<file path="src/inc/sysclk_defs.svh">
// register map, field positions and reset values of the clock generator
`ifndef SYSCLK_DEFS_SVH
`define SYSCLK_DEFS_SVH

// ***********************************************
// register addresses
// ***********************************************
`define SFR_CLOCK_POWER_ADDR 8'hBE
`define XREG_OSC_TRIM_ADDR 16'h4002
`define XREG_CRYSTAL_CTRL_ADDR 16'h4016

// ***********************************************
// clock and power control field positions
// ***********************************************
`define CP_DOWN_BIT 7
`define CP_RSVD_BIT 6
`define CP_BATT_BIT 5
`define CP_TICKCLR_BIT 4
`define CP_HOLD_BIT 3
`define CP_DIV_MSB 2
`define CP_DIV_LSB 0

// ***********************************************
// crystal control field positions
// ***********************************************
`define XC_ENABLE_BIT 0
`define XC_LOWLOAD_BIT 1
`define XC_TEST_MSB 3
`define XC_TEST_LSB 2

// ***********************************************
// reset values, widths and the battery capture delay
// ***********************************************
`define OSC_TRIM_RESET 8'hFF
`define CRYSTAL_CTRL_RESET 4'h0
`define DIV_CODE_RESET 3'h0
`define DIV_COUNT_W 7
`define GPIO_W 8
`define UNMAPPED_READ 8'h00
`define BATT_CAPTURE_DELAY 2'h3

`endif

</file>
<file path="src/inc/sysclk_pkg.sv">
// types shared by the clock generator files
package sysclk_pkg;

	// power sequence, gray coded along run, hold, down, wake
	typedef enum logic [1:0] {
		PWR_RUN = 2'h0,
		PWR_HOLD = 2'h1,
		PWR_DOWN = 2'h3,
		PWR_WAKE = 2'h2
	} power_state_t;

	typedef enum logic [1:0] {
		BIAS_NONE = 2'h0,
		BIAS_SENSE = 2'h1,
		BIAS_FORCE = 2'h2,
		BIAS_SENSE_FORCE = 2'h3
	} bias_test_t;

endpackage

</file>
<file path="src/hdl/sysclk_divider.sv">
// power-of-two system clock divider with boundary-only ratio change
`timescale 1ns/1ps
`include "sysclk_defs.svh"

module sysclk_divider (
	input wire logic clk,
	input wire logic srst,
	input wire logic [2:0] divide_code,
	output logic tick,
	output logic [2:0] active_code
);

	logic [`DIV_COUNT_W-1:0] count;
	logic [`DIV_COUNT_W-1:0] next_load;

	// ***********************************************
	// reload value 2^code - 1
	// ***********************************************
	always_comb begin
		next_load = `DIV_COUNT_W'((8'h01 << divide_code) - 8'h01);
	end

	// ***********************************************
	// counter
	// ***********************************************
	// ratio at boundary
	// the new code is only taken when the count has run out, so no
	// period is ever cut short
	always_ff @(posedge clk) begin
		if (srst) begin
			count <= '0;
			active_code <= `DIV_CODE_RESET;
		end else if (count == '0) begin
			count <= next_load;
			active_code <= divide_code;
		end else begin
			count <= count - `DIV_COUNT_W'(1);
		end
	end

	always_ff @(posedge clk) begin
		if (srst) begin
			tick <= 1'b0;
		end else begin
			tick <= (count == '0);
		end
	end

endmodule // sysclk_divider

</file>
<file path="src/hdl/system_clock_generator.sv">
// system clock generator, power-down control and crystal control registers
`timescale 1ns/1ps
`include "sysclk_defs.svh"

module system_clock_generator (
	input wire logic CLK,
	input wire logic SRST,
	input wire logic [7:0] SFR_ADDR,
	input wire logic SFR_WR,
	input wire logic SFR_RD,
	input wire logic [7:0] SFR_WDATA,
	output logic [7:0] SFR_RDATA,
	input wire logic [15:0] XREG_ADDR,
	input wire logic XREG_WR,
	input wire logic XREG_RD,
	input wire logic [7:0] XREG_WDATA,
	output logic [7:0] XREG_RDATA,
	input wire logic [7:0] GPIO_IN,
	input wire logic BATTERY_INSERT,
	input wire logic CRYSTAL_CLOCK_GOOD,
	input wire logic CRYSTAL_CLOCK,
	output logic SYSCLK_TICK,
	output logic [2:0] SYSCLK_ACTIVE_CODE,
	output logic [7:0] OSC_TRIM_CODE,
	output logic POWER_DOWN,
	output logic WAKE_POR,
	output logic RTC_TICK_CLEAR,
	output logic GPIO_HOLD,
	output logic [7:0] GPIO_VALUE,
	output logic BUTTON_EVENT,
	output logic CRYSTAL_ENABLE,
	output logic CRYSTAL_LOW_LOAD,
	output logic [1:0] CRYSTAL_BIAS_TEST,
	output logic CRYSTAL_GOOD_STATUS,
	output logic FC_CRYSTAL_CLOCK
);

	sysclk_pkg::power_state_t state;
	sysclk_pkg::power_state_t next_state;
	logic [2:0] sysclk_divide_code;
	logic power_down_request;
	logic port_hold;
	logic battery_insert_flag;
	logic [7:0] osc_trim_code;
	logic crystal_enable;
	logic crystal_low_load_sel;
	sysclk_pkg::bias_test_t crystal_bias_test_sel;
	logic sfr_hit;
	logic trim_hit;
	logic crystal_hit;
	logic [7:0] gpio_meta;
	logic [7:0] gpio_sync;
	logic [7:0] gpio_prev;
	logic [7:0] gpio_fall;
	logic any_fall;
	logic deferred_event;
	logic batt_meta;
	logic batt_sync;
	logic [1:0] batt_wait;
	logic batt_captured;
	logic good_meta;
	logic good_sync;
	logic [7:0] frozen_gpio;

	assign sfr_hit = (SFR_ADDR == `SFR_CLOCK_POWER_ADDR);
	assign trim_hit = (XREG_ADDR == `XREG_OSC_TRIM_ADDR);
	assign crystal_hit = (XREG_ADDR == `XREG_CRYSTAL_CTRL_ADDR);

	// ***********************************************
	// system clock divider
	// ***********************************************
	// oscillator feeds divider
	// CLK stands for the oscillator output here; the divider tick leaves on
	// SYSCLK_TICK as an enable, while every register here runs on each CLK edge
	sysclk_divider u_divider (
		.clk(CLK),
		.srst(SRST),
		.divide_code(sysclk_divide_code),
		.tick(SYSCLK_TICK),
		.active_code(SYSCLK_ACTIVE_CODE)
	);

	// ***********************************************
	// pin synchronisers
	// ***********************************************
	always_ff @(posedge CLK) begin
		if (SRST) begin
			gpio_meta <= 8'hFF;
			gpio_sync <= 8'hFF;
			gpio_prev <= 8'hFF;
			batt_meta <= 1'b0;
			batt_sync <= 1'b0;
			good_meta <= 1'b0;
			good_sync <= 1'b0;
		end else begin
			gpio_meta <= GPIO_IN;
			gpio_sync <= gpio_meta;
			gpio_prev <= gpio_sync;
			batt_meta <= BATTERY_INSERT;
			batt_sync <= batt_meta;
			good_meta <= CRYSTAL_CLOCK_GOOD;
			good_sync <= good_meta;
		end
	end

	genvar g;
	generate
		for (g = 0; g < `GPIO_W; g = g + 1) begin : g_fall
			assign gpio_fall[g] = gpio_prev[g] & ~gpio_sync[g];
		end
	endgenerate

	assign any_fall = |gpio_fall;

	// ***********************************************
	// clock and power control register
	// ***********************************************
	// divide code field
	always_ff @(posedge CLK) begin
		if (SRST) begin
			sysclk_divide_code <= `DIV_CODE_RESET;
		end else if (SFR_WR && sfr_hit) begin
			sysclk_divide_code <= SFR_WDATA[`CP_DIV_MSB:`CP_DIV_LSB];
		end
	end

	always_ff @(posedge CLK) begin
		if (SRST) begin
			RTC_TICK_CLEAR <= 1'b0;
		end else begin
			RTC_TICK_CLEAR <= SFR_WR && sfr_hit && SFR_WDATA[`CP_TICKCLR_BIT];
		end
	end

	// shutdown request bit
	// a wake clears it, standing in for the power-on reset that follows
	always_ff @(posedge CLK) begin
		if (SRST) begin
			power_down_request <= 1'b0;
		end else if (state == sysclk_pkg::PWR_WAKE) begin
			power_down_request <= 1'b0;
		end else if (SFR_WR && sfr_hit) begin
			power_down_request <= SFR_WDATA[`CP_DOWN_BIT];
		end
	end

	always_ff @(posedge CLK) begin
		if (SRST) begin
			port_hold <= 1'b0;
		end else if (state == sysclk_pkg::PWR_WAKE) begin
			port_hold <= 1'b0;
		end else if (SFR_WR && sfr_hit) begin
			port_hold <= SFR_WDATA[`CP_HOLD_BIT];
		end
	end

	// battery flag capture
	// caught once, a few cycles after reset release, never by the reset
	always_ff @(posedge CLK) begin
		if (SRST) begin
			batt_wait <= 2'h0;
			batt_captured <= 1'b0;
			battery_insert_flag <= 1'b0;
		end else if (!batt_captured) begin
			if (batt_wait == `BATT_CAPTURE_DELAY) begin
				battery_insert_flag <= batt_sync;
				batt_captured <= 1'b1;
			end else begin
				batt_wait <= batt_wait + 2'h1;
			end
		end
	end

	// ***********************************************
	// power sequence
	// ***********************************************
	// wake on edge only
	// hold expected before shutdown
	// a shutdown without hold is still honoured, but presses just before it
	// are then not deferred
	always_comb begin
		next_state = state;
		case (state)
			sysclk_pkg::PWR_RUN: begin
				if (power_down_request) begin
					next_state = sysclk_pkg::PWR_DOWN;
				end else if (port_hold) begin
					next_state = sysclk_pkg::PWR_HOLD;
				end
			end
			sysclk_pkg::PWR_HOLD: begin
				if (power_down_request) begin
					next_state = sysclk_pkg::PWR_DOWN;
				end else if (!port_hold) begin
					next_state = sysclk_pkg::PWR_RUN;
				end
			end
			sysclk_pkg::PWR_DOWN: begin
				if (any_fall || deferred_event) begin
					next_state = sysclk_pkg::PWR_WAKE;
				end
			end
			sysclk_pkg::PWR_WAKE: begin
				next_state = sysclk_pkg::PWR_RUN;
			end
			default: begin
				next_state = sysclk_pkg::PWR_RUN;
			end
		endcase
	end

	always_ff @(posedge CLK) begin
		if (SRST) begin
			state <= sysclk_pkg::PWR_RUN;
		end else begin
			state <= next_state;
		end
	end

	// defer presses during hold
	// a press in the same cycle the hold ends still counts: set wins
	always_ff @(posedge CLK) begin
		if (SRST) begin
			deferred_event <= 1'b0;
		end else if ((port_hold || state == sysclk_pkg::PWR_HOLD) && any_fall) begin
			deferred_event <= 1'b1;
		end else if (state == sysclk_pkg::PWR_WAKE) begin
			deferred_event <= 1'b0;
		end else if (state == sysclk_pkg::PWR_RUN) begin
			deferred_event <= 1'b0;
		end
	end

	always_ff @(posedge CLK) begin
		if (SRST) begin
			frozen_gpio <= 8'hFF;
		end else if (!port_hold && state != sysclk_pkg::PWR_DOWN) begin
			frozen_gpio <= gpio_sync;
		end
	end

	always_ff @(posedge CLK) begin
		if (SRST) begin
			POWER_DOWN <= 1'b0;
			WAKE_POR <= 1'b0;
			BUTTON_EVENT <= 1'b0;
		end else begin
			POWER_DOWN <= (next_state == sysclk_pkg::PWR_DOWN);
			WAKE_POR <= (next_state == sysclk_pkg::PWR_WAKE);
			BUTTON_EVENT <= any_fall && !port_hold && (state == sysclk_pkg::PWR_RUN);
		end
	end

	assign GPIO_HOLD = port_hold;
	assign GPIO_VALUE = frozen_gpio;

	// ***********************************************
	// extended registers
	// ***********************************************
	// trim code register
	always_ff @(posedge CLK) begin
		if (SRST) begin
			osc_trim_code <= `OSC_TRIM_RESET;
		end else if (XREG_WR && trim_hit) begin
			osc_trim_code <= XREG_WDATA;
		end
	end

	always_ff @(posedge CLK) begin
		if (SRST) begin
			{crystal_low_load_sel, crystal_enable} <= 2'(`CRYSTAL_CTRL_RESET);
			crystal_bias_test_sel <= sysclk_pkg::bias_test_t'(2'(`CRYSTAL_CTRL_RESET >> 2));
		end else if (XREG_WR && crystal_hit) begin
			crystal_enable <= XREG_WDATA[`XC_ENABLE_BIT];
			crystal_low_load_sel <= XREG_WDATA[`XC_LOWLOAD_BIT];
			crystal_bias_test_sel <= sysclk_pkg::bias_test_t'(
				XREG_WDATA[`XC_TEST_MSB:`XC_TEST_LSB]);
		end
	end

	assign OSC_TRIM_CODE = osc_trim_code;
	assign CRYSTAL_ENABLE = crystal_enable;
	assign CRYSTAL_LOW_LOAD = crystal_low_load_sel;
	assign CRYSTAL_BIAS_TEST = crystal_bias_test_sel;
	assign CRYSTAL_GOOD_STATUS = good_sync;
	// crystal to counter
	// the enable is static software state, so gating cannot chop a cycle
	// except at the moment software turns the crystal on or off
	assign FC_CRYSTAL_CLOCK = CRYSTAL_CLOCK & crystal_enable;

	// ***********************************************
	// read paths
	// ***********************************************
	// reserved reads zero
	always_ff @(posedge CLK) begin
		if (SRST) begin
			SFR_RDATA <= `UNMAPPED_READ;
		end else if (SFR_RD) begin
			if (sfr_hit) begin
				SFR_RDATA <= {power_down_request, 1'b0, battery_insert_flag,
					1'b0, port_hold, sysclk_divide_code};
			end else begin
				SFR_RDATA <= `UNMAPPED_READ;
			end
		end
	end

	always_ff @(posedge CLK) begin
		if (SRST) begin
			XREG_RDATA <= `UNMAPPED_READ;
		end else if (XREG_RD) begin
			if (trim_hit) begin
				XREG_RDATA <= osc_trim_code;
			end else if (crystal_hit) begin
				XREG_RDATA <= {4'h0, crystal_bias_test_sel,
					crystal_low_load_sel, crystal_enable};
			end else begin
				XREG_RDATA <= `UNMAPPED_READ;
			end
		end
	end

endmodule // system_clock_generator

</file>
<file path="config.mk">
export PLATFORM = sky130hd
export DESIGN_NAME = system_clock_generator
export DESIGN_NICKNAME = d
export VERILOG_FILES = /design/src/inc/sysclk_pkg.sv /design/src/hdl/sysclk_divider.sv /design/src/hdl/system_clock_generator.sv
export VERILOG_INCLUDE_DIRS = /design/src /design/src/inc
export SDC_FILE = /design/constraint.sdc
export NUM_CORES = 1
export LEC_CHECK = 0
export BUFFER_PORTS_ARGS = -buffer_cell sky130_fd_sc_hd__buf_2
export CAP_MARGIN = 15
export CORE_MARGIN = 2
export CORE_UTILIZATION = 50
export CTS_CLUSTER_SIZE = 10
export DETAILED_ROUTE_END_ITERATION = 6
export GPL_TIMING_DRIVEN = 0
export PLACE_DENSITY_LB_ADDON = 0.25
export SETUP_SLACK_MARGIN = 0.2
export SLEW_MARGIN = 10
export SYNTH_ARGS = -nofsm -noshare
export SYNTH_HDL_FRONTEND = slang
export SYNTH_SLANG_ARGS = --single-unit
</file>
<file path="constraint.sdc">
create_clock -name CLK -period 2.6 [get_ports CLK]
set_clock_uncertainty 0.2 [all_clocks]
set_input_delay 0.13 -clock CLK [delete_from_list [all_inputs] [get_ports CLK]]
set_output_delay 0.13 -clock CLK [all_outputs]
set_load 0.02 [all_outputs]
</file>
======== Yosys cells after proc, flatten, opt, wreduce, memory -nomap -nowiden ========
Cells that the tools add are included.
operators by class
  add/subtract/negate cells ............... 3
  eq/ne operators ......................... 10
  shifts and indexed selects .............. 1
  muxes and demuxes ....................... 15
  bitwise gates (word level) .............. 19
  reduce and logical (&&, ||, !) cells .... 18
operator list
  cell                    count
  $eq A16 B15 Y1 const B  2
  $mux W8                 2
  $sub A7 B1 Y7 const B   2
  $eq A2 B2 Y1 const B    5
  $mux W2                 5
  $not A1 Y1              10
  $and A1 B1 Y1           9
  $eq A8 B8 Y1 const B    1
  $logic_and A1 B1 Y1     8
  $pmux W2 S4             1
  $reduce_or A8 Y1        1
  $logic_not A7 Y1        1
  $mux W7                 1
  $shl A1 B3 Y7 const A   1
  $mux W1                 5
  $mux W4                 1
  $reduce_and A2 Y1       2
  $reduce_bool A3 Y1      1
  $add A2 B1 Y2 const B   1
  $eq A2 B1 Y1 const B    1
  $logic_not A2 Y1        1
  $logic_or A1 B1 Y1      2
  $ne A2 B2 Y1 const B    1
  $reduce_or A2 Y1        1
  $logic_not A1 Y1        1
storage, ports and cells
  flip-flop bits (word level) ............. 91
  bits of input ports ..................... 57
  output and inout bits ................... 47
  word-level logic and storage cells ...... 95

======== Logic depth before layout (Yosys ltp) ========
Gate-level depths: netlist of run 1.
  depth in word-level cells ............... 7
  gate-level depth with buffers ........... 10
  depth with buffers taken out ............ 9

======== Modules after synthesis ========
From an unflattened synthesis of run 1, not the netlist that was laid out.
unflattened totals
  cell total of the unflattened synthesis .. 352
  area total of the unflattened synthesis .. 3417.0 µm²
modules (own cells, without submodules)
  module                  times used  cells each  area an instance (µm²)
  system_clock_generator  1           292         2909.0
  sysclk_divider          1           60          508.0

======== Worst setup path after synthesis of run 1 ========
No wires, ideal clock.
  path type ............................... register to register
  start ................................... register u_divider.count[3]
  end ..................................... register u_divider.count[6]
  arrival ................................. 1902 ps
  required time ........................... 2272 ps
  setup slack ............................. 371 ps
  cell stages (with the launch flop) ...... 11
  path buffers ............................ 1
  period minus slack after synthesis ...... 2229 ps
  cells stage by stage .................... dfxtp_1 -> nor4_1 -> clkbuf_1 -> nand2_1 -> nor2_1 -> a21oi_1 -> ha_1 -> nand2b_1 -> a311oi_1 -> xor2_1 -> nor2_1
between the ends
  cells in the longest elaborated chain, start to end .. 2
  elaborated cells on any way between the ends .. 3
ends and longest elaborated chain
  element                                            RTL line                                    source
  from (decl)                                        sysclk_divider.sv:13                        logic [`DIV_COUNT_W-1:0] count;
  from (signal assigned)                             sysclk_divider.sv:34                        count <= next_load;
  from (signal assigned)                             sysclk_divider.sv:37                        count <= count - `DIV_COUNT_W'(1);
  $sub A7 B1 Y7 or $logic_not A7 Y1 (tied branches)  sysclk_divider.sv:37, sysclk_divider.sv:33
  $mux W7 (*)                                        sysclk_divider.sv:33                        end else if (count == '0) begin
Mark *: on every way between the ends. The rest lies on a longest branch, timed or not.
A chain may end at the register's enable or synchronous reset.

======== Final worst setup path of run 1 ========
  start ................................... register u_divider.count[3]
  end ..................................... register u_divider.count[4]
The elaborated chain is that of the path after synthesis.

==> run_summary.xml, run 1 <==
<?xml version="1.0" encoding="UTF-8"?>
<metrics>
  <group name="route">
    <metric name="drt_first_pass_iters" unit="">6</metric>
    <metric name="route.detailed.wl_per_inst" unit="um">13.6</metric>
    <metric name="total_routed_wirelength" unit="mm">7.87</metric>
    <metric name="route.antenna.remaining_nets" unit="">0</metric>
    <metric name="first_iter_violations" unit="">143</metric>
    <metric name="drc" unit="">0</metric>
    <metric name="via_count" unit="">3032</metric>
    <metric name="vias_per_cell" unit="">5.23</metric>
  </group>
  <group name="sta">
    <metric name="finalWorstSetupSlack" unit="ns">0.313</metric>
    <metric name="fin_crit_sh" unit="%">88.0</metric>
    <metric name="summed_negative_setup_slack_over_all_endpoints" unit="ns">0</metric>
    <metric name="relSlewSlack" unit="%">57.3</metric>
    <metric name="achievable-frequency" unit="MHz">437</metric>
    <metric name="final_hold_viol_count" unit="">0</metric>
    <metric name="worstMarginPinSlew" unit="ns">0.631</metric>
    <metric name="setup-violations-final" unit="">0</metric>
    <metric name="setup_repair_after_global_routing_missed_its_margin" unit="">true</metric>
    <metric name="period_minus_slack" unit="ns">2.29</metric>
    <metric name="final_max_slew_viol_count" unit="">0</metric>
  </group>
  <group name="die">
    <metric name="floorplan.rows" unit="">29</metric>
    <metric name="die_outline_area" unit="um^2">7420</metric>
    <metric name="start_util" unit="%">52.6</metric>
    <metric name="die_x" unit="um">86.2</metric>
    <metric name="fp.dieH" unit="um">86.2</metric>
    <metric name="fp.coreArea" unit="um^2">6420</metric>
    <metric name="io-pin-count" unit="">104</metric>
  </group>
  <group name="yosys">
    <metric name="syn_area" unit="um^2">3380</metric>
    <metric name="cells_after_synth" unit="">343</metric>
    <metric name="ys.warnings.count" unit="">0</metric>
    <metric name="ys_seq_elements" unit="">89</metric>
    <metric name="synth_ff_type" unit="">sky130_fd_sc_hd__dfxtp_1</metric>
    <metric name="async_set_reset_flop_share_out_of_synthesis" unit="%">0</metric>
    <metric name="seq_area_frac_synth" unit="%">52.8</metric>
    <metric name="synth_edf_count" unit="">0</metric>
    <metric name="netlist-cell-type-count" unit="">45</metric>
    <metric name="syn_avg_cell_area" unit="um^2">9.84</metric>
  </group>
  <group name="critical_path">
    <metric name="critical_path_arrival" unit="ns">2.32</metric>
    <metric name="timing.critical_path.max_delay_family" unit="">simple AND/OR/NAND/NOR gates</metric>
    <metric name="cp_num_buf_inv" unit="">1</metric>
    <metric name="crit_path_end_kind" unit="">register</metric>
    <metric name="slowest_delay" unit="ns">0.37</metric>
    <metric name="setup.worst_path.start_class" unit="">register</metric>
    <metric name="required" unit="ns">2.63</metric>
    <metric name="cp_cell_sequence" unit="">nor4_2, buf_4, nand2_1, nor2_2, a21oi_1, ha_1, nand2b_1, a311oi_1, xor2_1, nor2_1</metric>
    <metric name="crit_type" unit="">register to register</metric>
    <metric name="critical_path_peak_fanout" unit="">6</metric>
    <metric name="worst_path_max_delay_cell" unit="">sky130_fd_sc_hd__dfxtp_1</metric>
  </group>
  <group name="status">
    <metric name="run_status" unit="">completed</metric>
  </group>
  <group name="place">
    <metric name="port-buffer-count" unit="">99</metric>
    <metric name="place_ws" unit="ns">0.0321</metric>
    <metric name="post-dp-hpwl" unit="mm">5.22</metric>
    <metric name="globalplace.congestion" unit="">0.900</metric>
  </group>
  <group name="global_route">
    <metric name="grt_pass1_wl" unit="mm">12.9</metric>
    <metric name="grt_antenna_before_repair" unit="">0</metric>
    <metric name="grt.total_usage" unit="%">21.7</metric>
    <metric name="grt_max_degree" unit="">16</metric>
    <metric name="overflow" unit="">0</metric>
    <metric name="vias_in_the_first_global_route" unit="">2965</metric>
  </group>
  <group name="final_layout">
    <metric name="drive_gt1_share" unit="%">32.0</metric>
    <metric name="area_growth_syn_to_layout" unit="%">37.1</metric>
    <metric name="finalNetCount" unit="">557</metric>
    <metric name="antenna-diode-count" unit="">0</metric>
  </group>
  <group name="power_and_ir_drop">
    <metric name="power_density" unit="nW/um^2">678</metric>
    <metric name="power.leakage" unit="nW">1.97</metric>
    <metric name="peakVddDrop" unit="V">0.000480</metric>
  </group>
  <group name="worst_hold_path">
    <metric name="min-delay-path-class" unit="">primary input to register</metric>
  </group>
  <group name="cts">
    <metric name="clkSinkCount" unit="">89</metric>
    <metric name="tritoncts.num_buffers" unit="">9</metric>
    <metric name="clock_insertion_delay_worst_skew" unit="ns">0.35</metric>
    <metric name="cts_buffer_depth" unit="">2</metric>
    <metric name="cts.root.buffer_cell" unit="">sky130_fd_sc_hd__clkbuf_8</metric>
    <metric name="clk_transition_reported_paths" unit="ns">0.08</metric>
    <metric name="clock_tree.htree_level_count" unit="">3</metric>
    <metric name="tritoncts_clock_tree" unit="">built</metric>
  </group>
  <group name="job">
    <metric name="cap_violations" unit="">0</metric>
  </group>
</metrics>
[final timing paths]
kind                 startpoint  slack (ns)            endpoint  depth (start not counted)
min                      SFR_RD        0.03        SFR_RDATA[1]                          4
min reg2reg        gpio_meta[4]        0.21        gpio_sync[4]                          1
max          u_divider.count[3]        0.31  u_divider.count[4]                         10
max reg2reg  u_divider.count[3]        0.31  u_divider.count[4]                         10
[layout make-up]
class                      count  area [um^2]
timing repair buffer         143          921
clock inverter                 6         67.6
inverter                       8         30.0
fill                         490         1790
tap                           77         96.3
sequential                    89         1780
clock buffer                  10          138
buffer                        18         82.6
multi-input combinational    229         1510
[state kept, by name (all words and copies together), names as in the netlist, 2 cells and up]
signal / count
gpio_meta: 8
u_divider.count: 7
SFR_RDATA: 6
OSC_TRIM_CODE: 8
gpio_prev: 8
gpio_sync: 8
state: 2
XREG_RDATA: 8
GPIO_VALUE: 8
batt_wait: 2
u_divider.active_code: 3
CRYSTAL_BIAS_TEST: 2
sysclk_divide_code: 3
[through the flow]
step	utilization, %	hold slack (ns)	instance area (um^2)	total power (W)	instances
2_1_floorplan	-	0.0338	3380	0.00192	344
3_3_place_gp	61.8	0.112	3970	0.00204	520
3_5_place_dp	61.8	0.114	3970	0.00207	520
4_1_cts	71.1	0.0296	4570	0.00305	574
5_1_grt	72.1	0.0606	4630	0.00329	580
6_report	72.1	0.0299	4630	0.00314	580
[routing by layer]
| metal | share of wire, % | global-route usage (%) | vias to the layer above |
|---|---|---|---|
| met2 | 51 | 40.0 | 90 |
| met5 | 0 | 0 | - |
| li1 | - | - | 1502 |
| met4 | 1.4 | 5.92 | 0 |
| met3 | 4.8 | 6.64 | 14 |
| met1 | 43 | 23.9 | 1426 |
[cell usage after synthesis (2+ instances only)]
master | count | area (um^2)
sky130_fd_sc_hd__clkbuf_1 | 14 | 52.6
sky130_fd_sc_hd__buf_4 | 2 | 15.0
sky130_fd_sc_hd__or3_1 | 2 | 12.5
sky130_fd_sc_hd__a311oi_1 | 2 | 17.5
sky130_fd_sc_hd__or2_2 | 24 | 150
sky130_fd_sc_hd__a21oi_1 | 18 | 90.1
sky130_fd_sc_hd__inv_1 | 8 | 30.0
sky130_fd_sc_hd__mux2i_1 | 14 | 140
sky130_fd_sc_hd__nand2b_1 | 12 | 75.1
sky130_fd_sc_hd__o21ai_1 | 2 | 10.0
sky130_fd_sc_hd__nor2b_1 | 16 | 100
sky130_fd_sc_hd__a22oi_1 | 10 | 75.1
sky130_fd_sc_hd__nor2_1 | 48 | 180
sky130_fd_sc_hd__ha_1 | 2 | 25.0
sky130_fd_sc_hd__a211oi_1 | 7 | 52.6
sky130_fd_sc_hd__buf_1 | 2 | 7.51
sky130_fd_sc_hd__a41oi_1 | 3 | 26.3
sky130_fd_sc_hd__or4_1 | 3 | 22.5
sky130_fd_sc_hd__xor2_1 | 5 | 43.8
sky130_fd_sc_hd__nor4_1 | 3 | 18.8
sky130_fd_sc_hd__and4b_1 | 2 | 20.0
sky130_fd_sc_hd__o21ai_0 | 4 | 20.0
sky130_fd_sc_hd__and2_1 | 2 | 12.5
sky130_fd_sc_hd__or4b_4 | 2 | 27.5
sky130_fd_sc_hd__o2111ai_1 | 2 | 17.5
sky130_fd_sc_hd__dfxtp_1 | 89 | 1780
sky130_fd_sc_hd__nand3_1 | 12 | 60.1
sky130_fd_sc_hd__nand2_1 | 7 | 26.3
sky130_fd_sc_hd__a211o_1 | 8 | 70.1
sky130_fd_sc_hd__nor4_4 | 3 | 63.8
[kinds of logic after synthesis]
group                    count (synthesis)  synth area share, %
adder cells (fa/ha/maj)                  2                0.741
AO/OA/AOI/OAI                           62                 12.6
other                                    1                0.111
buffers and inverters                   26                 3.11
AND/OR/NAND/NOR                        143                 25.0
XOR/XNOR                                 6                 1.56
multiplexers                            14                 4.15
flip-flops                              89                 52.8
[worst reg2reg max path, stage by stage, from the launching register on]
cell and delay [ns]:
sky130_fd_sc_hd__dfxtp_1 0.37, sky130_fd_sc_hd__nor4_2 0.31, sky130_fd_sc_hd__buf_4 0.20, sky130_fd_sc_hd__nand2_1 0.13, sky130_fd_sc_hd__nor2_2 0.21, sky130_fd_sc_hd__a21oi_1 0.10, sky130_fd_sc_hd__ha_1 0.23, sky130_fd_sc_hd__nand2b_1 0.11
sky130_fd_sc_hd__a311oi_1 0.07, sky130_fd_sc_hd__xor2_1 0.19, sky130_fd_sc_hd__nor2_1 0.05
[power by group]
group / leakage [nW] / switching, W / internal, W
Combinational: 1.15 / 0.000332 / 0.000316
Clock: 0.0985 / 0.000481 / 0.000471
Sequential: 0.727 / 0.0000834 / 0.00145
Total: 1.97 / 0.000897 / 0.00224
[placed cells by master, fill, tap and decap left out, drive strengths merged, types with 12 or more instances in the layout]
cell type	instances
nor2	48
mux2i	14
dlygate4sd3	38
nand3	12
buf	108
or2	24
clkbuf	25
dfxtp	89
nor2b	16
a21oi	18
nand2b	12
[timing repair]
| item | CTS | global route |
|---|---|---|
| buffers inserted | 0 | 6 |
| resized for setup | 3 | 8 |
| endpoints found under the setup margin | 2 | 9 |
| hold buffers | 38 | 0 |
| endpoints found under the hold margin | 35 | 0 |
| pin swaps | 0 | 2 |
| cloned | 0 | 0 |
(Power assumes the default switching activity.)
==> run 2, diff against run 1 <==
- ABC_AREA: default -> 1
==> run_summary.xml, run 2 <==
<?xml version="1.0" encoding="UTF-8"?>
<metrics>
  <group name="power_and_ir_drop">
    <metric name="power.leakage" unit="nW">2.23</metric>
    <metric name="peakVddDrop" unit="V">0.000344</metric>
    <metric name="power_density" unit="nW/um^2">738</metric>
  </group>
  <group name="final_layout">
    <metric name="layout_commonest_cell" unit="">sky130_fd_sc_hd__buf_2</metric>
    <metric name="final_core_utilization" unit="%">69.3</metric>
    <metric name="finalNonFillerCells" unit="">663</metric>
    <metric name="final_cell_mix" unit="">101 x sky130_fd_sc_hd__buf_2, 89 x sky130_fd_sc_hd__dfxtp_1, 83 x sky130_fd_sc_hd__nand2_1</metric>
    <metric name="finalNetCount" unit="">637</metric>
    <metric name="drive_gt1_share" unit="%">27.8</metric>
    <metric name="antenna-diode-count" unit="">0</metric>
    <metric name="area_growth_syn_to_layout" unit="%">34.1</metric>
    <metric name="nFillCells" unit="">546</metric>
  </group>
  <group name="yosys">
    <metric name="syn_area" unit="um^2">3490</metric>
    <metric name="netlist.area_leader.share" unit="%">51.1</metric>
    <metric name="seq_area_frac_synth" unit="%">51.1</metric>
    <metric name="netlist-cell-type-count" unit="">41</metric>
    <metric name="post-synth-top-count-cell" unit="">sky130_fd_sc_hd__dfxtp_1</metric>
    <metric name="netlist_top_cells_area" unit="">sky130_fd_sc_hd__dfxtp_1 51%, sky130_fd_sc_hd__nand2_1 8.9%, sky130_fd_sc_hd__nor2_1 6.0%, sky130_fd_sc_hd__inv_1 5.2%, sky130_fd_sc_hd__a21oi_1 3.9%</metric>
    <metric name="syn_avg_cell_area" unit="um^2">8.06</metric>
    <metric name="ys.warnings.count" unit="">0</metric>
    <metric name="synth_common_cells" unit="">89 x sky130_fd_sc_hd__dfxtp_1, 83 x sky130_fd_sc_hd__nand2_1, 56 x sky130_fd_sc_hd__nor2_1, 48 x sky130_fd_sc_hd__inv_1, 27 x sky130_fd_sc_hd__a21oi_1</metric>
    <metric name="cells_after_synth" unit="">433</metric>
    <metric name="async_set_reset_flop_share_out_of_synthesis" unit="%">0</metric>
    <metric name="synth_ff_type" unit="">sky130_fd_sc_hd__dfxtp_1</metric>
    <metric name="netlist.top_cell.by_area" unit="">sky130_fd_sc_hd__dfxtp_1</metric>
    <metric name="ys_seq_elements" unit="">89</metric>
    <metric name="synth_edf_count" unit="">0</metric>
  </group>
  <group name="sta">
    <metric name="final_max_slew_viol_count" unit="">0</metric>
    <metric name="setup-violations-final" unit="">0</metric>
    <metric name="setup_repair_after_global_routing_missed_its_margin" unit="">false</metric>
    <metric name="worstMarginPinSlew" unit="ns">0.742</metric>
    <metric name="achievable-frequency" unit="MHz">470</metric>
    <metric name="summed_negative_setup_slack_over_all_endpoints" unit="ns">0</metric>
    <metric name="final_hold_viol_count" unit="">0</metric>
    <metric name="period_minus_slack" unit="ns">2.13</metric>
    <metric name="fin_crit_sh" unit="%">81.9</metric>
    <metric name="relSlewSlack" unit="%">50.6</metric>
    <metric name="holdWs" unit="ns">0.0213</metric>
  </group>
  <group name="route">
    <metric name="drc" unit="">0</metric>
    <metric name="first_iter_violations" unit="">154</metric>
    <metric name="drt_first_pass_iters" unit="">4</metric>
    <metric name="total_routed_wirelength" unit="mm">8.23</metric>
    <metric name="vias_per_cell" unit="">4.92</metric>
    <metric name="route.detailed.wl_per_inst" unit="um">12.4</metric>
    <metric name="route.antenna.remaining_nets" unit="">0</metric>
    <metric name="via_count" unit="">3260</metric>
  </group>
  <group name="cts">
    <metric name="cts_setup_buffers" unit="">0</metric>
    <metric name="cts.root.buffer_cell" unit="">sky130_fd_sc_hd__clkbuf_8</metric>
    <metric name="clock_tree.htree_level_count" unit="">3</metric>
    <metric name="clk_transition_reported_paths" unit="ns">0.09</metric>
    <metric name="clkSinkCount" unit="">89</metric>
    <metric name="hold_buffers" unit="">34</metric>
    <metric name="cts_buffer_depth" unit="">2</metric>
    <metric name="tritoncts.num_buffers" unit="">9</metric>
    <metric name="cts-resized-gates" unit="">0</metric>
    <metric name="clock_insertion_delay_worst_skew" unit="ns">0.35</metric>
    <metric name="tritoncts_clock_tree" unit="">built</metric>
  </group>
  <group name="critical_path">
    <metric name="required" unit="ns">2.63</metric>
    <metric name="crit_path_end_kind" unit="">register</metric>
    <metric name="crit_type" unit="">primary input to register</metric>
    <metric name="worst_path_max_delay_cell" unit="">sky130_fd_sc_hd__dlygate4sd3_1</metric>
    <metric name="setup.worst_path.start_class" unit="">primary input</metric>
    <metric name="slowest_delay" unit="ns">0.57</metric>
    <metric name="crit_top_cell" unit="">sky130_fd_sc_hd__dlygate4sd3_1</metric>
    <metric name="timing.critical_path.max_delay_family" unit="">buffers and inverters</metric>
    <metric name="critical_path_arrival" unit="ns">2.16</metric>
    <metric name="critical_path_peak_fanout" unit="">10</metric>
    <metric name="cp_cell_sequence" unit="">dlygate4sd3_1, buf_2, nand2_1, nor3b_1, nand3_1, clkbuf_1, o21ai_0, dlygate4sd3_1, a21oi_1</metric>
    <metric name="cp_num_buf_inv" unit="">4</metric>
  </group>
  <group name="status">
    <metric name="run_status" unit="">completed</metric>
  </group>
  <group name="die">
    <metric name="start_util" unit="%">51.6</metric>
    <metric name="fp.coreArea" unit="um^2">6760</metric>
    <metric name="io-pin-count" unit="">104</metric>
    <metric name="fp.dieH" unit="um">87.5</metric>
    <metric name="die_outline_area" unit="um^2">7660</metric>
    <metric name="die_x" unit="um">87.5</metric>
    <metric name="floorplan.rows" unit="">30</metric>
  </group>
  <group name="global_route">
    <metric name="grt_pass1_wl" unit="mm">13.5</metric>
    <metric name="vias_in_the_first_global_route" unit="">3173</metric>
    <metric name="overflow" unit="">0</metric>
    <metric name="grt_max_degree" unit="">16</metric>
    <metric name="grt_antenna_before_repair" unit="">0</metric>
    <metric name="grt.total_usage" unit="%">22.5</metric>
  </group>
  <group name="worst_hold_path">
    <metric name="min-delay-path-class" unit="">primary input to register</metric>
  </group>
  <group name="place">
    <metric name="post-dp-hpwl" unit="mm">5.84</metric>
    <metric name="port-buffer-count" unit="">99</metric>
    <metric name="globalplace.congestion" unit="">0.829</metric>
    <metric name="place.detailed.instances" unit="">613</metric>
  </group>
  <group name="job">
    <metric name="cap_violations" unit="">0</metric>
  </group>
</metrics>
run 2: cell types whose count changed after synthesis, sizes merged, moves of 10 or more:
cell    before  now
a21oi       18   30
a22oi       10    0
inv          8   50
mux2i       14    0
nand2        7   89
nand2b      12    0
nor2        48   59
nor2b       16    0
o21ai        6   24
run 2: layer usage:
layer,wire length [um],global-route usage [%],up-vias
li1,-,-,1665
met3,503,6.54,19
met1,3500,25.9,1477
met4,190,8.67,0
met2,4040,39.5,99
met5,0,0,-
run 2: path summary, 6_finish.rpt:
path / start / depth (start not counted) / slack, ns / end
hold / removal: XREG_ADDR[4] / 5 / 0.02 / CRYSTAL_BIAS_TEST[1]
setup reg to reg: u_divider.count[0] / 13 / 0.61 / u_divider.count[4]
hold reg to reg: good_meta / 2 / 0.21 / CRYSTAL_GOOD_STATUS
setup / recovery: SFR_ADDR[2] / 9 / 0.47 / power_down_request
run 2: cells by family (layout without fill, tap and decap cells):
kind of cell | after synthesis | count (layout) | synth area share (%)
AO/OA/AOI/OAI | 69 | 69 | 11.7
adder cells (fa/ha/maj) | 2 | 2 | 0.717
buffers and inverters | 66 | 215 | 8.07
flip-flops | 89 | 89 | 51.1
other | 1 | 2 | 0.108
AND/OR/NAND/NOR | 206 | 206 | 28.3
run 2: where the power goes:
part	total (W)	switching (W)	internal (W)
logic	0.000768	0.000465	0.000303
clock network	0.00115	0.000484	0.000668
registers	0.00153	0.0000548	0.00148
total	0.00345	0.00100	0.00245
run 2: worst reg2reg max path, stage by stage, from the launching register on:
cell                      delay, ns
sky130_fd_sc_hd__dfxtp_1       0.38
sky130_fd_sc_hd__inv_1         0.08
sky130_fd_sc_hd__nand3_1       0.11
sky130_fd_sc_hd__nor2_2        0.06
sky130_fd_sc_hd__buf_6         0.14
sky130_fd_sc_hd__a21oi_4       0.17
sky130_fd_sc_hd__ha_1          0.17
sky130_fd_sc_hd__inv_1         0.05
sky130_fd_sc_hd__nor2_1        0.18
sky130_fd_sc_hd__inv_1         0.08
sky130_fd_sc_hd__nor2_1        0.12
sky130_fd_sc_hd__nand2_1       0.06
sky130_fd_sc_hd__nand2_1       0.05
sky130_fd_sc_hd__nor2_1        0.04
run 2: final cells by class:
class | count | area [um^2] | share of cell area [%]
inverter | 50 | 188 | 4.01
sequential | 89 | 1780 | 38.1
timing repair buffer | 133 | 836 | 17.9
buffer | 16 | 93.8 | 2.01
clock buffer | 10 | 138 | 2.94
tap | 80 | 100 | 2.14
clock inverter | 6 | 114 | 2.43
multi-input combinational | 279 | 1430 | 30.5
run 2: per-stage QoR:
step	setup slack (ns)	cell area, um^2	total power (W)
2_1_floorplan	0.803	3490	0.00210
3_3_place_gp	0.650	4090	0.00226
3_5_place_dp	0.626	4090	0.00229
4_1_cts	0.514	4680	0.00346
5_1_grt	0.373	4680	0.00367
6_report	0.470	4680	0.00345
==> run 3, diff against run 2 <==
- CORE_UTILIZATION: 50 -> 46
- clock period: 2.6 -> 1.87 ns (I/O delays scaled with it)
==> run_summary.xml, run 3 (synthesized netlist as in run 2, its figures left out) <==
<?xml version="1.0" encoding="UTF-8"?>
<metrics>
  <group name="sta">
    <metric name="fin_crit_sh" unit="%">91.3</metric>
    <metric name="worstMarginPinSlew" unit="ns">0.691</metric>
    <metric name="setup_repair_after_global_routing_missed_its_margin" unit="">true</metric>
    <metric name="summed_negative_setup_slack_over_all_endpoints" unit="ns">0</metric>
    <metric name="final_hold_viol_count" unit="">0</metric>
    <metric name="final_max_slew_viol_count" unit="">0</metric>
    <metric name="achievable-frequency" unit="MHz">586</metric>
    <metric name="period_minus_slack" unit="ns">1.71</metric>
    <metric name="holdWs" unit="ns">0.0223</metric>
    <metric name="setup-violations-final" unit="">0</metric>
    <metric name="relSlewSlack" unit="%">54.0</metric>
  </group>
  <group name="die">
    <metric name="start_util" unit="%">47.8</metric>
    <metric name="die_outline_area" unit="um^2">8300</metric>
    <metric name="fp.dieH" unit="um">91.1</metric>
    <metric name="die_x" unit="um">91.1</metric>
    <metric name="fp.coreArea" unit="um^2">7290</metric>
    <metric name="io-pin-count" unit="">104</metric>
    <metric name="floorplan.rows" unit="">31</metric>
  </group>
  <group name="final_layout">
    <metric name="area_growth_syn_to_layout" unit="%">39.7</metric>
    <metric name="layout_commonest_cell" unit="">sky130_fd_sc_hd__buf_2</metric>
    <metric name="finalNetCount" unit="">650</metric>
    <metric name="antenna-diode-count" unit="">0</metric>
    <metric name="nFillCells" unit="">611</metric>
    <metric name="final_cell_mix" unit="">101 x sky130_fd_sc_hd__buf_2, 81 x sky130_fd_sc_hd__dfxtp_1, 80 x sky130_fd_sc_hd__nand2_1</metric>
    <metric name="drive_gt1_share" unit="%">33.4</metric>
    <metric name="final_core_utilization" unit="%">66.8</metric>
    <metric name="finalNonFillerCells" unit="">695</metric>
  </group>
  <group name="place">
    <metric name="post-dp-hpwl" unit="mm">5.75</metric>
    <metric name="place.detailed.instances" unit="">632</metric>
    <metric name="globalplace.congestion" unit="">0.867</metric>
    <metric name="port-buffer-count" unit="">99</metric>
  </group>
  <group name="critical_path">
    <metric name="startpoint" unit="">u_divider.count[4]</metric>
    <metric name="critical_path_arrival" unit="ns">1.76</metric>
    <metric name="regToRegSetupSlack" unit="ns">0.16</metric>
    <metric name="critical_path_peak_fanout" unit="">3</metric>
    <metric name="slowest_delay" unit="ns">0.34</metric>
    <metric name="critical_path.reg2reg.endpoint" unit="">u_divider.count[4]</metric>
    <metric name="cp_cell_sequence" unit="">nor2_1, nand2_1, nor2_4, buf_6, a21oi_4, ha_2, inv_2, nor2_4, inv_2, nor2_4, nand2_1, nand2_1, nor2_1</metric>
    <metric name="ff2ff_path_depth" unit="">13</metric>
    <metric name="crit_type" unit="">register to register</metric>
    <metric name="setup.worst_path.start_class" unit="">register</metric>
    <metric name="crit_path_end_kind" unit="">register</metric>
    <metric name="worst_path_max_delay_cell" unit="">sky130_fd_sc_hd__dfxtp_2</metric>
    <metric name="critical_path_depth" unit="">13</metric>
    <metric name="required" unit="ns">1.93</metric>
    <metric name="r2r-start" unit="">u_divider.count[4]</metric>
    <metric name="timing.critical_path.max_delay_family" unit="">simple AND/OR/NAND/NOR gates</metric>
    <metric name="cp_num_buf_inv" unit="">3</metric>
    <metric name="timing.critical_path.to" unit="">u_divider.count[4]</metric>
  </group>
  <group name="worst_hold_path">
    <metric name="min-delay-path-class" unit="">primary input to register</metric>
  </group>
  <group name="global_route">
    <metric name="grt.total_usage" unit="%">20.7</metric>
    <metric name="grt_max_degree" unit="">18</metric>
    <metric name="overflow" unit="">0</metric>
    <metric name="grt_pass1_wl" unit="mm">14.0</metric>
    <metric name="grt_antenna_before_repair" unit="">0</metric>
    <metric name="vias_in_the_first_global_route" unit="">3187</metric>
  </group>
  <group name="power_and_ir_drop">
    <metric name="power.leakage" unit="nW">2.31</metric>
    <metric name="clockPowerShare" unit="%">30.1</metric>
    <metric name="power_switching_share" unit="%">31.4</metric>
    <metric name="power.share.combinational" unit="%">27.2</metric>
    <metric name="power_switching" unit="W">0.00157</metric>
    <metric name="power_density" unit="nW/um^2">1030</metric>
    <metric name="p_int" unit="W">0.00344</metric>
    <metric name="peakVddDrop" unit="V">0.000607</metric>
    <metric name="p_seq_share" unit="%">42.7</metric>
  </group>
  <group name="cts">
    <metric name="clock_insertion_delay_worst_skew" unit="ns">0.35</metric>
    <metric name="cts_buffer_depth" unit="">2</metric>
    <metric name="clk_transition_reported_paths" unit="ns">0.09</metric>
    <metric name="clkSinkCount" unit="">89</metric>
    <metric name="tritoncts_clock_tree" unit="">built</metric>
    <metric name="clock_tree.htree_level_count" unit="">3</metric>
    <metric name="tritoncts.num_buffers" unit="">9</metric>
    <metric name="cts.root.buffer_cell" unit="">sky130_fd_sc_hd__clkbuf_8</metric>
  </group>
  <group name="route">
    <metric name="total_routed_wirelength" unit="mm">8.41</metric>
    <metric name="via_count" unit="">3371</metric>
    <metric name="first_iter_violations" unit="">131</metric>
    <metric name="route.detailed.wl_per_inst" unit="um">12.1</metric>
    <metric name="drt_first_pass_iters" unit="">4</metric>
    <metric name="vias_per_cell" unit="">4.85</metric>
    <metric name="drc" unit="">0</metric>
    <metric name="route.antenna.remaining_nets" unit="">0</metric>
  </group>
  <group name="status">
    <metric name="run_status" unit="">completed</metric>
  </group>
  <group name="job">
    <metric name="cap_violations" unit="">0</metric>
  </group>
</metrics>
-- run 3: worst register-to-register path, cell delays in order (launching register included) --
cell and delay [ns]:
sky130_fd_sc_hd__dfxtp_2 0.34, sky130_fd_sc_hd__nor2_1 0.04, sky130_fd_sc_hd__nand2_1 0.10, sky130_fd_sc_hd__nor2_4 0.05
sky130_fd_sc_hd__buf_6 0.11, sky130_fd_sc_hd__a21oi_4 0.13, sky130_fd_sc_hd__ha_2 0.19, sky130_fd_sc_hd__inv_2 0.04
sky130_fd_sc_hd__nor2_4 0.12, sky130_fd_sc_hd__inv_2 0.06, sky130_fd_sc_hd__nor2_4 0.08, sky130_fd_sc_hd__nand2_1 0.05
sky130_fd_sc_hd__nand2_1 0.05, sky130_fd_sc_hd__nor2_1 0.04
-- run 3: through the flow --
stage	cell area (um^2)	worst slack (ns)	total power, W
finish	4870	0.162	0.00502
global route	4870	0.0769	0.00532
CTS	4790	0.134	0.00495
detailed placement	4120	-0.0211	0.00319
global placement	4120	0.000796	0.00317
floorplan	3500	0.138	0.00293
-- run 3: worst min path at each step --
stage               start                  endpoint  slack (ns)  depth (start not counted)
2_1_floorplan  GPIO_IN[0]              gpio_meta[0]      -0.003                          1
3_3_place_gp   GPIO_IN[5]              gpio_meta[5]        0.08                          2
3_5_place_dp   GPIO_IN[3]              gpio_meta[3]        0.08                          2
4_1_cts              SRST  u_divider.active_code[0]        0.01                          4
5_1_grt              SRST              SFR_RDATA[7]        0.05                          3
6_report             SRST  u_divider.active_code[0]        0.02                          4
-- run 3: layout make-up --
| class | count | area (um^2) | area share (%) |
|---|---|---|---|
| clock buffer | 9 | 124 | 2.54 |
| buffer | 16 | 95.1 | 1.95 |
| clock inverter | 7 | 111 | 2.29 |
| sequential | 89 | 1790 | 36.8 |
| multi-input combinational | 279 | 1480 | 30.4 |
| timing repair buffer | 146 | 953 | 19.6 |
| tap | 99 | 124 | 2.54 |
| inverter | 50 | 190 | 3.90 |
-- run 3: power groups by stage --
stage	Clock [W]	Combinational, W	Sequential (W)
after floorplan	0	0.000709	0.00222
after detailed placement	0	0.00102	0.00218
final	0.00151	0.00136	0.00214
after CTS	0.00154	0.00128	0.00214
after global routing	0.00163	0.00152	0.00216
after global placement	0	0.000988	0.00218
-- run 3: layer usage --
metal  routed length [um]  vias to the layer above  GRT usage, %
li1                     -                     1702             -
met1                 3440                     1546          23.6
met2                 4300                       95          37.2
met3                  406                       28          4.15
met4                  265                        0          9.47
met5                    0                        -             0
-- run 3: timing repair --
item | CTS | global route
hold buffers | 36 | 0
pin swaps | 6 | 10
resized for setup | 14 | 17
cloned | 0 | 0
setup endpoints to repair | 3 | 8
buffers inserted | 6 | 5
hold endpoints to repair | 42 | 0
